--- config.mk ---
export PLATFORM = sky130hd
export DESIGN_NAME = bftr_core
export DESIGN_NICKNAME = d
export VERILOG_FILES = /design/src/shared/bftr_pkg.sv /design/src/logic/bftr_tick_div.sv /design/src/logic/bftr_core.sv
export SDC_FILE = /design/constraint.sdc
export NUM_CORES = 1
export LEC_CHECK = 0
export BUFFER_PORTS_ARGS = -buffer_cell sky130_fd_sc_hd__buf_2
export CORE_ASPECT_RATIO = 0.7
export CORE_UTILIZATION = 55
export CTS_CLUSTER_SIZE = 40
export DETAILED_ROUTE_END_ITERATION = 8
export PLACE_DENSITY = 0.73
export SYNTH_ARGS = -nofsm -noshare
export SYNTH_HDL_FRONTEND = slang
export SYNTH_HIERARCHICAL = 1
export SYNTH_SLANG_ARGS = --single-unit
--- constraint.sdc ---
create_clock -name mclk -period 15.3 [get_ports mclk]
set_clock_uncertainty 0.15 [all_clocks]
set_input_delay 3.06 -clock mclk [delete_from_list [all_inputs] [get_ports mclk]]
set_output_delay 3.06 -clock mclk [all_outputs]
set_load 0.005 [all_outputs]
--- src/shared/bftr_pkg.sv ---
// Package of register map, reset values and timing for the fault timing block
package bftr_pkg;
  // ----------------------------------------
  // Register map, byte addresses
  // ----------------------------------------
  localparam logic [7:0] SHORT_DLY_OFF = 8'h00;
  localparam logic [7:0] LIMIT_OFF     = 8'h04;
  localparam logic [7:0] REC_TIME_OFF  = 8'h08;
  localparam logic [7:0] OTC_THR_OFF   = 8'h0C;
  localparam logic [7:0] OTC_DLY_OFF   = 8'h10;
  localparam logic [7:0] OTC_REC_OFF   = 8'h14;
  localparam logic [7:0] STATUS_OFF    = 8'h18;
  localparam logic [7:0] MASK_OFF      = 8'h1C;
  localparam logic [7:0] STATE_OFF     = 8'h20;
  localparam logic [7:0] RETRY_OFF     = 8'h24;
  localparam logic [7:0] CTRL_OFF      = 8'h28;

  // ----------------------------------------
  // Reset values
  // ----------------------------------------
  localparam logic [3:0] SHORT_DLY_RST = 4'h1;
  localparam logic [2:0] LIMIT_RST     = 3'h0;
  localparam logic [7:0] REC_TIME_RST  = 8'h05;
  localparam logic [7:0] OTC_THR_RST   = 8'h37;
  localparam logic [7:0] OTC_DLY_RST   = 8'h0F;
  localparam logic [7:0] OTC_REC_RST   = 8'h3F;

  // ----------------------------------------
  // Field positions
  // ----------------------------------------
  localparam int ST_SCD     = 0;
  localparam int ST_OC      = 1;
  localparam int ST_LATCH   = 2;
  localparam int ST_RECOV   = 3;
  localparam int ST_OTC_SET = 4;
  localparam int ST_OTC_CLR = 5;
  localparam int ST_W       = 6;
  localparam int CTRL_CLR   = 0;

  // ----------------------------------------
  // Code tables and scaling
  // ----------------------------------------
  localparam logic [3:0] SCD_CODE_MAX = 4'hA;
  // Short fault delay in microseconds: 0, 15, 31 ... 7797
  localparam logic [12:0] SCD_DLY_US [0:10] = '{
    13'h0000, 13'h000F, 13'h001F, 13'h003D, 13'h007A, 13'h00F4,
    13'h01E8, 13'h03D1, 13'h07A1, 13'h0F42, 13'h1E75};
  // Retries before latch: off, 2, 4, 8, 16, 32, 48, 96
  localparam logic [6:0] RETRY_LIM [0:7] = '{
    7'h00, 7'h02, 7'h04, 7'h08, 7'h10, 7'h20, 7'h30, 7'h60};
  localparam logic [15:0] TS_STEP = 16'h0036;

  // ----------------------------------------
  // Timing
  // ----------------------------------------
  localparam int CLK_NS      = 25;
  localparam int US_NS       = 1000;
  localparam int US_CYC      = US_NS / CLK_NS;
  localparam int SEC_US_DFLT = 1000000;
  localparam logic [2:0] QUIET_SEC = 3'h5;

  typedef enum logic [1:0] {
    CF_IDLE    = 2'b00,
    CF_TRIP    = 2'b01,
    CF_LATCHED = 2'b10
  } bftr_cf_state_t;
endpackage

--- src/logic/bftr_tick_div.sv ---
// Restartable divider that turns step pulses into one tick every DIV steps
`timescale 1ns/100ps
module bftr_tick_div #(
  parameter int unsigned DIV = 40
) (
  input  wire logic mclk,
  input  wire logic nrst,
  input  wire logic ce,
  input  wire logic restart,
  input  wire logic step,
  output logic      tick
);
  localparam int W = (DIV > 1) ? $clog2(DIV) : 1;

  logic [W-1:0] cnt_reg;

  // Restart realigns the phase so that timed waits start exactly
  always_ff @(posedge mclk) begin
    if (!nrst) begin
      cnt_reg <= '0;
      tick    <= 1'b0;
    end else if (ce) begin
      tick <= 1'b0;
      if (restart) begin
        cnt_reg <= '0;
      end else if (step) begin
        if (cnt_reg == W'(DIV - 1)) begin
          cnt_reg <= '0;
          tick    <= 1'b1;
        end else begin
          cnt_reg <= cnt_reg + W'(1);
        end
      end
    end
  end
endmodule

--- src/logic/bftr_core.sv ---
// Current fault delay, retry latch, auto recovery and charge overtemperature logic
`timescale 1ns/100ps
module bftr_core
  import bftr_pkg::*;
#(
  parameter int unsigned SEC_US = SEC_US_DFLT
) (
  input  wire logic        mclk,
  input  wire logic        nrst,
  input  wire logic        ce,
  input  wire logic [7:0]  addr,
  input  wire logic [7:0]  wr_data,
  input  wire logic        wr_en,
  input  wire logic        rd_en,
  input  wire logic        short_circuit_discharge_fault,
  input  wire logic        discharge_overcurrent_one,
  input  wire logic        discharge_overcurrent_two,
  input  wire logic        charge_overcurrent_fault,
  input  wire logic [15:0] thermistor_input,
  input  wire logic        thermistor_valid,
  input  wire logic        latch_clear,
  output logic [7:0]       rd_data,
  output logic             irq,
  output logic             fet_off,
  output logic             fets_latched,
  output logic             otc_alert
);
  // ----------------------------------------
  // Declarations
  // ----------------------------------------
  logic [3:0]      short_fault_delay_code;
  logic [2:0]      retry_limit_code;
  logic [7:0]      rec_time_reg, otc_thr_reg, otc_dly_reg, otc_rec_reg;
  logic [ST_W-1:0] status_reg, mask_reg, events;
  bftr_cf_state_t  cf_state;
  logic [12:0]     scd_us_reg;
  logic [7:0]      sec_cnt_reg;
  logic [6:0]      retry_reg;
  logic [2:0]      quiet_cnt_reg;
  logic [7:0]      below_cnt_reg;
  logic            quiet_run_reg, otc_reg;
  logic            us_tick, sec_tick, sec_restart;
  logic            scd_hit, oc_any, cur_trip;
  logic            clr_sw, clr_any, rec_event;
  logic [6:0]      retry_inc, retry_lim;
  logic            limit_hit, quiet_expire;
  logic [15:0]     otc_thr_val, otc_rec_val;
  logic            ts_below, ts_above, otc_set_ev, otc_clr_ev;

  // ----------------------------------------
  // Timebase
  // ----------------------------------------
  // Microsecond tick, then second tick counted in microseconds
  bftr_tick_div #(.DIV(US_CYC)) u_us_div (
    .mclk    (mclk),
    .nrst    (nrst),
    .ce      (ce),
    .restart (sec_restart),
    .step    (1'b1),
    .tick    (us_tick)
  );

  bftr_tick_div #(.DIV(SEC_US)) u_sec_div (
    .mclk    (mclk),
    .nrst    (nrst),
    .ce      (ce),
    .restart (sec_restart),
    .step    (us_tick),
    .tick    (sec_tick)
  );

  // Both waits are timed from their start, so realign on entry
  assign sec_restart = ((cf_state == CF_IDLE) && cur_trip) || rec_event;

  // ----------------------------------------
  // Register writes
  // ----------------------------------------
  // Reset defaults of settings
  always_ff @(posedge mclk) begin
    if (!nrst) begin
      short_fault_delay_code <= SHORT_DLY_RST;
      retry_limit_code       <= LIMIT_RST;
      rec_time_reg           <= REC_TIME_RST;
      otc_thr_reg            <= OTC_THR_RST;
      otc_dly_reg            <= OTC_DLY_RST;
      otc_rec_reg            <= OTC_REC_RST;
      mask_reg               <= '0;
    end else if (ce && wr_en) begin
      unique case (addr)
        // Invalid codes above ten are ignored
        SHORT_DLY_OFF: if (wr_data[3:0] <= SCD_CODE_MAX) begin
          short_fault_delay_code <= wr_data[3:0];
        end
        LIMIT_OFF:     retry_limit_code <= wr_data[2:0];
        REC_TIME_OFF:  rec_time_reg <= wr_data;
        OTC_THR_OFF:   otc_thr_reg <= wr_data;
        OTC_DLY_OFF:   otc_dly_reg <= wr_data;
        OTC_REC_OFF:   otc_rec_reg <= wr_data;
        MASK_OFF:      mask_reg <= wr_data[ST_W-1:0];
        default:       ;
      endcase
    end
  end

  assign clr_sw  = wr_en && (addr == CTRL_OFF) && wr_data[CTRL_CLR];
  assign clr_any = clr_sw || latch_clear;

  // ----------------------------------------
  // Short fault qualification
  // ----------------------------------------
  // Delay compare against the code table
  assign scd_hit = short_circuit_discharge_fault &&
                   ((short_fault_delay_code == 4'h0) ||
                    (scd_us_reg >= SCD_DLY_US[short_fault_delay_code]));
  assign oc_any  = discharge_overcurrent_one || discharge_overcurrent_two ||
                   charge_overcurrent_fault;
  assign cur_trip = scd_hit || oc_any;

  // Microseconds the comparator has held, saturating
  always_ff @(posedge mclk) begin
    if (!nrst) begin
      scd_us_reg <= '0;
    end else if (ce) begin
      if (!short_circuit_discharge_fault || (cf_state != CF_IDLE)) begin
        scd_us_reg <= '0;
      end else if (us_tick && (scd_us_reg != 13'h1FFF)) begin
        scd_us_reg <= scd_us_reg + 13'h0001;
      end
    end
  end

  // ----------------------------------------
  // Recovery and retry latch
  // ----------------------------------------
  // Zero recovery time never recovers
  assign rec_event = (cf_state == CF_TRIP) && (rec_time_reg != 8'h00) &&
                     (sec_cnt_reg >= rec_time_reg) && !clr_any;
  assign retry_inc = (retry_reg == 7'h7F) ? retry_reg : retry_reg + 7'h01;
  assign retry_lim = RETRY_LIM[retry_limit_code];
  assign limit_hit = (retry_lim != 7'h00) && (retry_inc >= retry_lim);
  assign quiet_expire = quiet_run_reg && sec_tick && !cur_trip &&
                        (quiet_cnt_reg == QUIET_SEC - 3'h1);

  // Shared fault state for all current faults
  always_ff @(posedge mclk) begin
    if (!nrst) begin
      cf_state <= CF_IDLE;
    end else if (ce) begin
      unique case (cf_state)
        CF_IDLE: if (cur_trip) begin
          cf_state <= CF_TRIP;
        end
        CF_TRIP: if (clr_any) begin
          cf_state <= CF_IDLE;
        end else if (rec_event) begin
          cf_state <= limit_hit ? CF_LATCHED : CF_IDLE;
        end
        CF_LATCHED: if (clr_any) begin
          cf_state <= CF_IDLE;
        end
        default: cf_state <= CF_IDLE;
      endcase
    end
  end

  // Whole seconds spent in the tripped state
  always_ff @(posedge mclk) begin
    if (!nrst) begin
      sec_cnt_reg <= '0;
    end else if (ce) begin
      if (cf_state != CF_TRIP) begin
        sec_cnt_reg <= '0;
      end else if (sec_tick && (sec_cnt_reg != 8'hFF)) begin
        sec_cnt_reg <= sec_cnt_reg + 8'h01;
      end
    end
  end

  always_ff @(posedge mclk) begin
    if (!nrst) begin
      retry_reg <= '0;
    end else if (ce) begin
      if (clr_any && (cf_state != CF_IDLE)) begin
        retry_reg <= '0;
      end else if (quiet_expire) begin
        retry_reg <= '0;
      end else if (rec_event) begin
        retry_reg <= retry_inc;
      end
    end
  end

  always_ff @(posedge mclk) begin
    if (!nrst) begin
      quiet_run_reg <= 1'b0;
      quiet_cnt_reg <= '0;
    end else if (ce) begin
      if (rec_event && !limit_hit) begin
        quiet_run_reg <= 1'b1;
        quiet_cnt_reg <= '0;
      end else if (cur_trip || quiet_expire) begin
        quiet_run_reg <= 1'b0;
      end else if (quiet_run_reg && sec_tick) begin
        quiet_cnt_reg <= quiet_cnt_reg + 3'h1;
      end
    end
  end

  // ----------------------------------------
  // Charge overtemperature
  // ----------------------------------------
  // Trip threshold in steps of 54 codes
  assign otc_thr_val = 16'(otc_thr_reg) * TS_STEP;
  // Release threshold in steps of 54 codes
  assign otc_rec_val = 16'(otc_rec_reg) * TS_STEP;
  assign ts_below    = thermistor_input < otc_thr_val;
  assign ts_above    = thermistor_input > otc_rec_val;
  assign otc_set_ev  = thermistor_valid && !otc_reg && ts_below &&
                       (below_cnt_reg >= otc_dly_reg);
  assign otc_clr_ev  = thermistor_valid && otc_reg && ts_above;

  always_ff @(posedge mclk) begin
    if (!nrst) begin
      otc_reg       <= 1'b0;
      below_cnt_reg <= '0;
    end else if (ce && thermistor_valid) begin
      if (otc_set_ev) begin
        otc_reg       <= 1'b1;
        below_cnt_reg <= '0;
      end else if (otc_clr_ev) begin
        otc_reg <= 1'b0;
      end else if (!otc_reg && ts_below) begin
        below_cnt_reg <= below_cnt_reg + 8'h01;
      end else begin
        below_cnt_reg <= '0;
      end
    end
  end

  // ----------------------------------------
  // Status, interrupt and outputs
  // ----------------------------------------
  always_comb begin
    events             = '0;
    events[ST_SCD]     = (cf_state == CF_IDLE) && scd_hit;
    events[ST_OC]      = (cf_state == CF_IDLE) && oc_any;
    events[ST_LATCH]   = rec_event && limit_hit;
    events[ST_RECOV]   = rec_event && !limit_hit;
    events[ST_OTC_SET] = otc_set_ev;
    events[ST_OTC_CLR] = otc_clr_ev;
  end

  // Set wins over a write-one clear in the same cycle
  always_ff @(posedge mclk) begin
    if (!nrst) begin
      status_reg <= '0;
    end else if (ce) begin
      if (wr_en && (addr == STATUS_OFF)) begin
        status_reg <= (status_reg & ~wr_data[ST_W-1:0]) | events;
      end else begin
        status_reg <= status_reg | events;
      end
    end
  end

  // Outputs lag their source state by one cycle
  always_ff @(posedge mclk) begin
    if (!nrst) begin
      irq          <= 1'b0;
      fet_off      <= 1'b0;
      fets_latched <= 1'b0;
      otc_alert    <= 1'b0;
    end else if (ce) begin
      irq          <= |(status_reg & mask_reg);
      fet_off      <= cf_state != CF_IDLE;
      fets_latched <= cf_state == CF_LATCHED;
      otc_alert    <= otc_reg;
    end
  end

  // Read data valid only in the cycle after the strobe
  always_ff @(posedge mclk) begin
    if (!nrst) begin
      rd_data <= '0;
    end else if (ce) begin
      rd_data <= 8'h00;
      if (rd_en) begin
        unique case (addr)
          SHORT_DLY_OFF: rd_data <= {4'h0, short_fault_delay_code};
          LIMIT_OFF:     rd_data <= {5'h00, retry_limit_code};
          REC_TIME_OFF:  rd_data <= rec_time_reg;
          OTC_THR_OFF:   rd_data <= otc_thr_reg;
          OTC_DLY_OFF:   rd_data <= otc_dly_reg;
          OTC_REC_OFF:   rd_data <= otc_rec_reg;
          STATUS_OFF:    rd_data <= {2'h0, status_reg};
          MASK_OFF:      rd_data <= {2'h0, mask_reg};
          STATE_OFF:     rd_data <= {5'h00, otc_reg, cf_state};
          RETRY_OFF:     rd_data <= {1'b0, retry_reg};
          default:       rd_data <= 8'h00;
        endcase
      end
    end
  end
endmodule

==> results.md <==
* Outcome: complete, no violations
* PwrDens at 77.5 nW/um^2
* Slowest CP cell: o21ai_1
* DIE HEIGHT at about 120 um
* VDD IR max at 0.0659 mV
* Top-area cell type share of the netlist area at 0.264
* Prevailing post-synth register cell: dfxtp_1
* Fill cells at 1,596
* Synth Register Bits at 134
* Distinct cells, synth at 87
* Max Cap Viol at 0
* Reg clk slew, reported paths at 0.07 ns
* Fin. Hold Viols at 0
* Max FO, Critical Path at 18
* HP Start: rd_data[0]$_SDFFE_PN0P_
* Fin nets at 1,464
* Vias at slightly above 9,000
* Placed cell count at 1,495
* CTS max path bufs at 2
* Starting Density at 0.563
* GP Congestion at 0.939
* Critical path arrival at 6.24 ns
* Fraction of layout cells with a size suffix above 1 at 0.101
* Worst Path Class, Setup: input pin to flip-flop
* Global-route wire length before repair at 43,700 um
* Area Overhead vs Synth at 10.5%
* Clk sinks at 134
* Leak pwr at between 4 and 5 nW
* Worst slew margin at 0.0658
* Hold_buf cts at 0
* # Post-CTS Setup Buffers at 0
* Clock H-tree levels at 4
* Final non-filler cell total at 1,528
* Minimum clock period after layout at between 6 and 7 ns
* RSZ-0062 raised after global routing: false
* Number of global-route vias before repair at 8,329
* Sequential area share after synthesis at 0.264
* Worst Path Required at 15.52 ns
* Routed len/inst at between 15 and 20 um
* CP cell instances: buf_2 -> nor4b_2 -> a41oi_2 -> nand3_1 -> a21oi_4 -> or2_2 -> o21ai_1 -> buf_4 -> nor3_1 -> and3_1 -> nand4b_1 -> nand3_1
* Clk root buf: clkbuf_16
* Post-synthesis area per instance at 8.23 um^2
* Crit. Startpoint: addr[3]
* Worst Tran Pin Value at 1.39 ns
* Hpwl dp at between 20,000 and 25,000 um
* CP startpoint kind: input pin
* Setup violators final at 0
* Total power draw at between 0.0008 and 0.0009 W
* Cells after Synth at 1,235
* Port bufs at between 50 and 60
* EDFF count, synth at 0
* Routed WL at 26,600 um
* All-Layer GR Usage at 0.292
* R2r startpoint: otc_rec_reg[2]$_SDFFE_PN1P_
* Fin util at 0.622
* Initial antenna violation count at 0
* Die width at 165 um
* Fin crit share at 0.394
* Iteration-0 DRC Markers at 851
* Yosys top cell by area: dfxtp_1
* Num ports at 55
* DR pass1 iterations at 5
* Worst hold path type: flip-flop to flip-flop
* Post-route ant nets at 0
* Drt via density at 6.05
* Setup TNS at 0 ns
* Max Slew Vio Count at 0
* TritonCTS Buffers at 17
* Worst Setup End Kind: flip-flop
* Fmax at about 170 MHz
* Site Rows at just over 40
* Yosys warnings at 6
* CTS tree: done
* Number of flip-flops in the largest register at 20
* Skew-Pair Late Insertion Delay at ~0.42 ns
* # resized after CTS at 0
* Async SR Flop Fraction at 0
* Largest net degree at the start of global routing at 70
* CP most frequent cell: nand3_1
* Multi-input gate area at 7020 um^2
* Top cells by area in the synthesized netlist: dfxtp_1, ha_1, nand2_1
* FF+latch area at approximately 2700 um^2
* Die area at ~19,000 um^2
* Total gr overflow at 0
* DRC at 0
* Max stage delay on crit path at 0.63 ns
* CORE AREA at around 18,000 um^2
* Mapped cell area at 10,200 um^2
metrics by stage:
step | worst slack (ns) | hold slack (ns) | area [um^2]
after floorplan | 9.80 | 0.298 | 10200
after global placement | 9.02 | 0.295 | 10600
after detailed placement | 8.92 | 0.305 | 10600
after CTS | 9.34 | 0.318 | 11200
after global routing | 9.10 | 0.330 | 11200
final | 9.27 | 0.320 | 11200
cells in the mapped netlist, drive strengths merged, types with 10 or more instances:
cell and number:
xnor2 18, xor2 29, nor2b 17, buf 16
o21a 17, and3 27, nor2 124, and2 14
nand4 20, inv 77, a32oi 10, clkbuf 20
fa 14, nand2b 13, nor3 22, dfxtp 134
nand3b 10, o211ai 12, a31oi 10, a21oi 86
mux2i 36, a22oi 20, nor4 14, nand3 53
nand2 130, o21ai 52, ha 129
cells in the final DEF, fill, tap and decap left out, drive strengths merged, types with 13 or more instances in the layout:
master  instances
nor4           14
o21ai          52
a21oi          86
xnor2          18
inv            79
mux2i          36
fa             14
nor2          124
nand4          20
xor2           29
and3           27
clkbuf         18
nor3           22
nor2b          17
nand2b         13
dfxtp         134
nand2         130
o21a           17
ha            129
buf            57
nand3          53
and2           14
a22oi          20
worst paths after layout:
kind	end	slack (ns)	depth (start not counted)
max	u_sec_div/cnt_reg[9]$_SDFFE_PN0P_	9.27	12
min	rd_data[0]$_SDFFE_PN0P_	0.32	2
max reg2reg	below_cnt_reg[6]$_SDFFE_PN0P_	9.76	17
min reg2reg	rd_data[0]$_SDFFE_PN0P_	0.32	2
worst max-delay path, delay by kind of cell:
| kind | cells | cell delay (ns) |
|---|---|---|
| buffers and inverters | 2 | 0.54 |
| AOI/OAI and AO/OA | 3 | 0.94 |
| and+or+nand+nor | 7 | 1.70 |
kinds of logic after synthesis:
| kind of cell | synth area share |
|---|---|
| muxes | 0.0421 |
| buffers and inverters | 0.0471 |
| xor gates and xnor gates | 0.0405 |
| DFF | 0.264 |
| and+or+nand+nor | 0.244 |
| adders and majority gates | 0.186 |
| AOI/OAI and AO/OA | 0.176 |
| other | 0.000369 |
per-layer routing:
metal  global-route usage  vias up  routed length, um
met5                    0        -                  0
met4               0.0654        0                312
met3               0.0709       29               2410
met2                0.410      338              10800
met1                0.443     4325              13100
li1                     -     4546                  -
report_power, final:
| group | internal, W | switching (W) | total, W |
|---|---|---|---|
| logic | 0.0000202 | 0.0000437 | 0.0000639 |
| clock network | 0.000291 | 0.000164 | 0.000455 |
| registers | 0.000350 | 0.00000146 | 0.000352 |
| total | 0.000661 | 0.000209 | 0.000870 |
final cells by class:
| type | count | area share |
|---|---|---|
| inverter | 77 | 0.0257 |
| tap | 236 | 0.0263 |
| timing repair buffer | 57 | 0.0261 |
| multi-input combinational | 991 | 0.625 |
| sequential | 134 | 0.239 |
| clock inverter | 14 | 0.0198 |
| clock buffer | 18 | 0.0382 |
| antenna | 1 | 0.000223 |
Note: power is estimated with default switching activity, not from simulation.
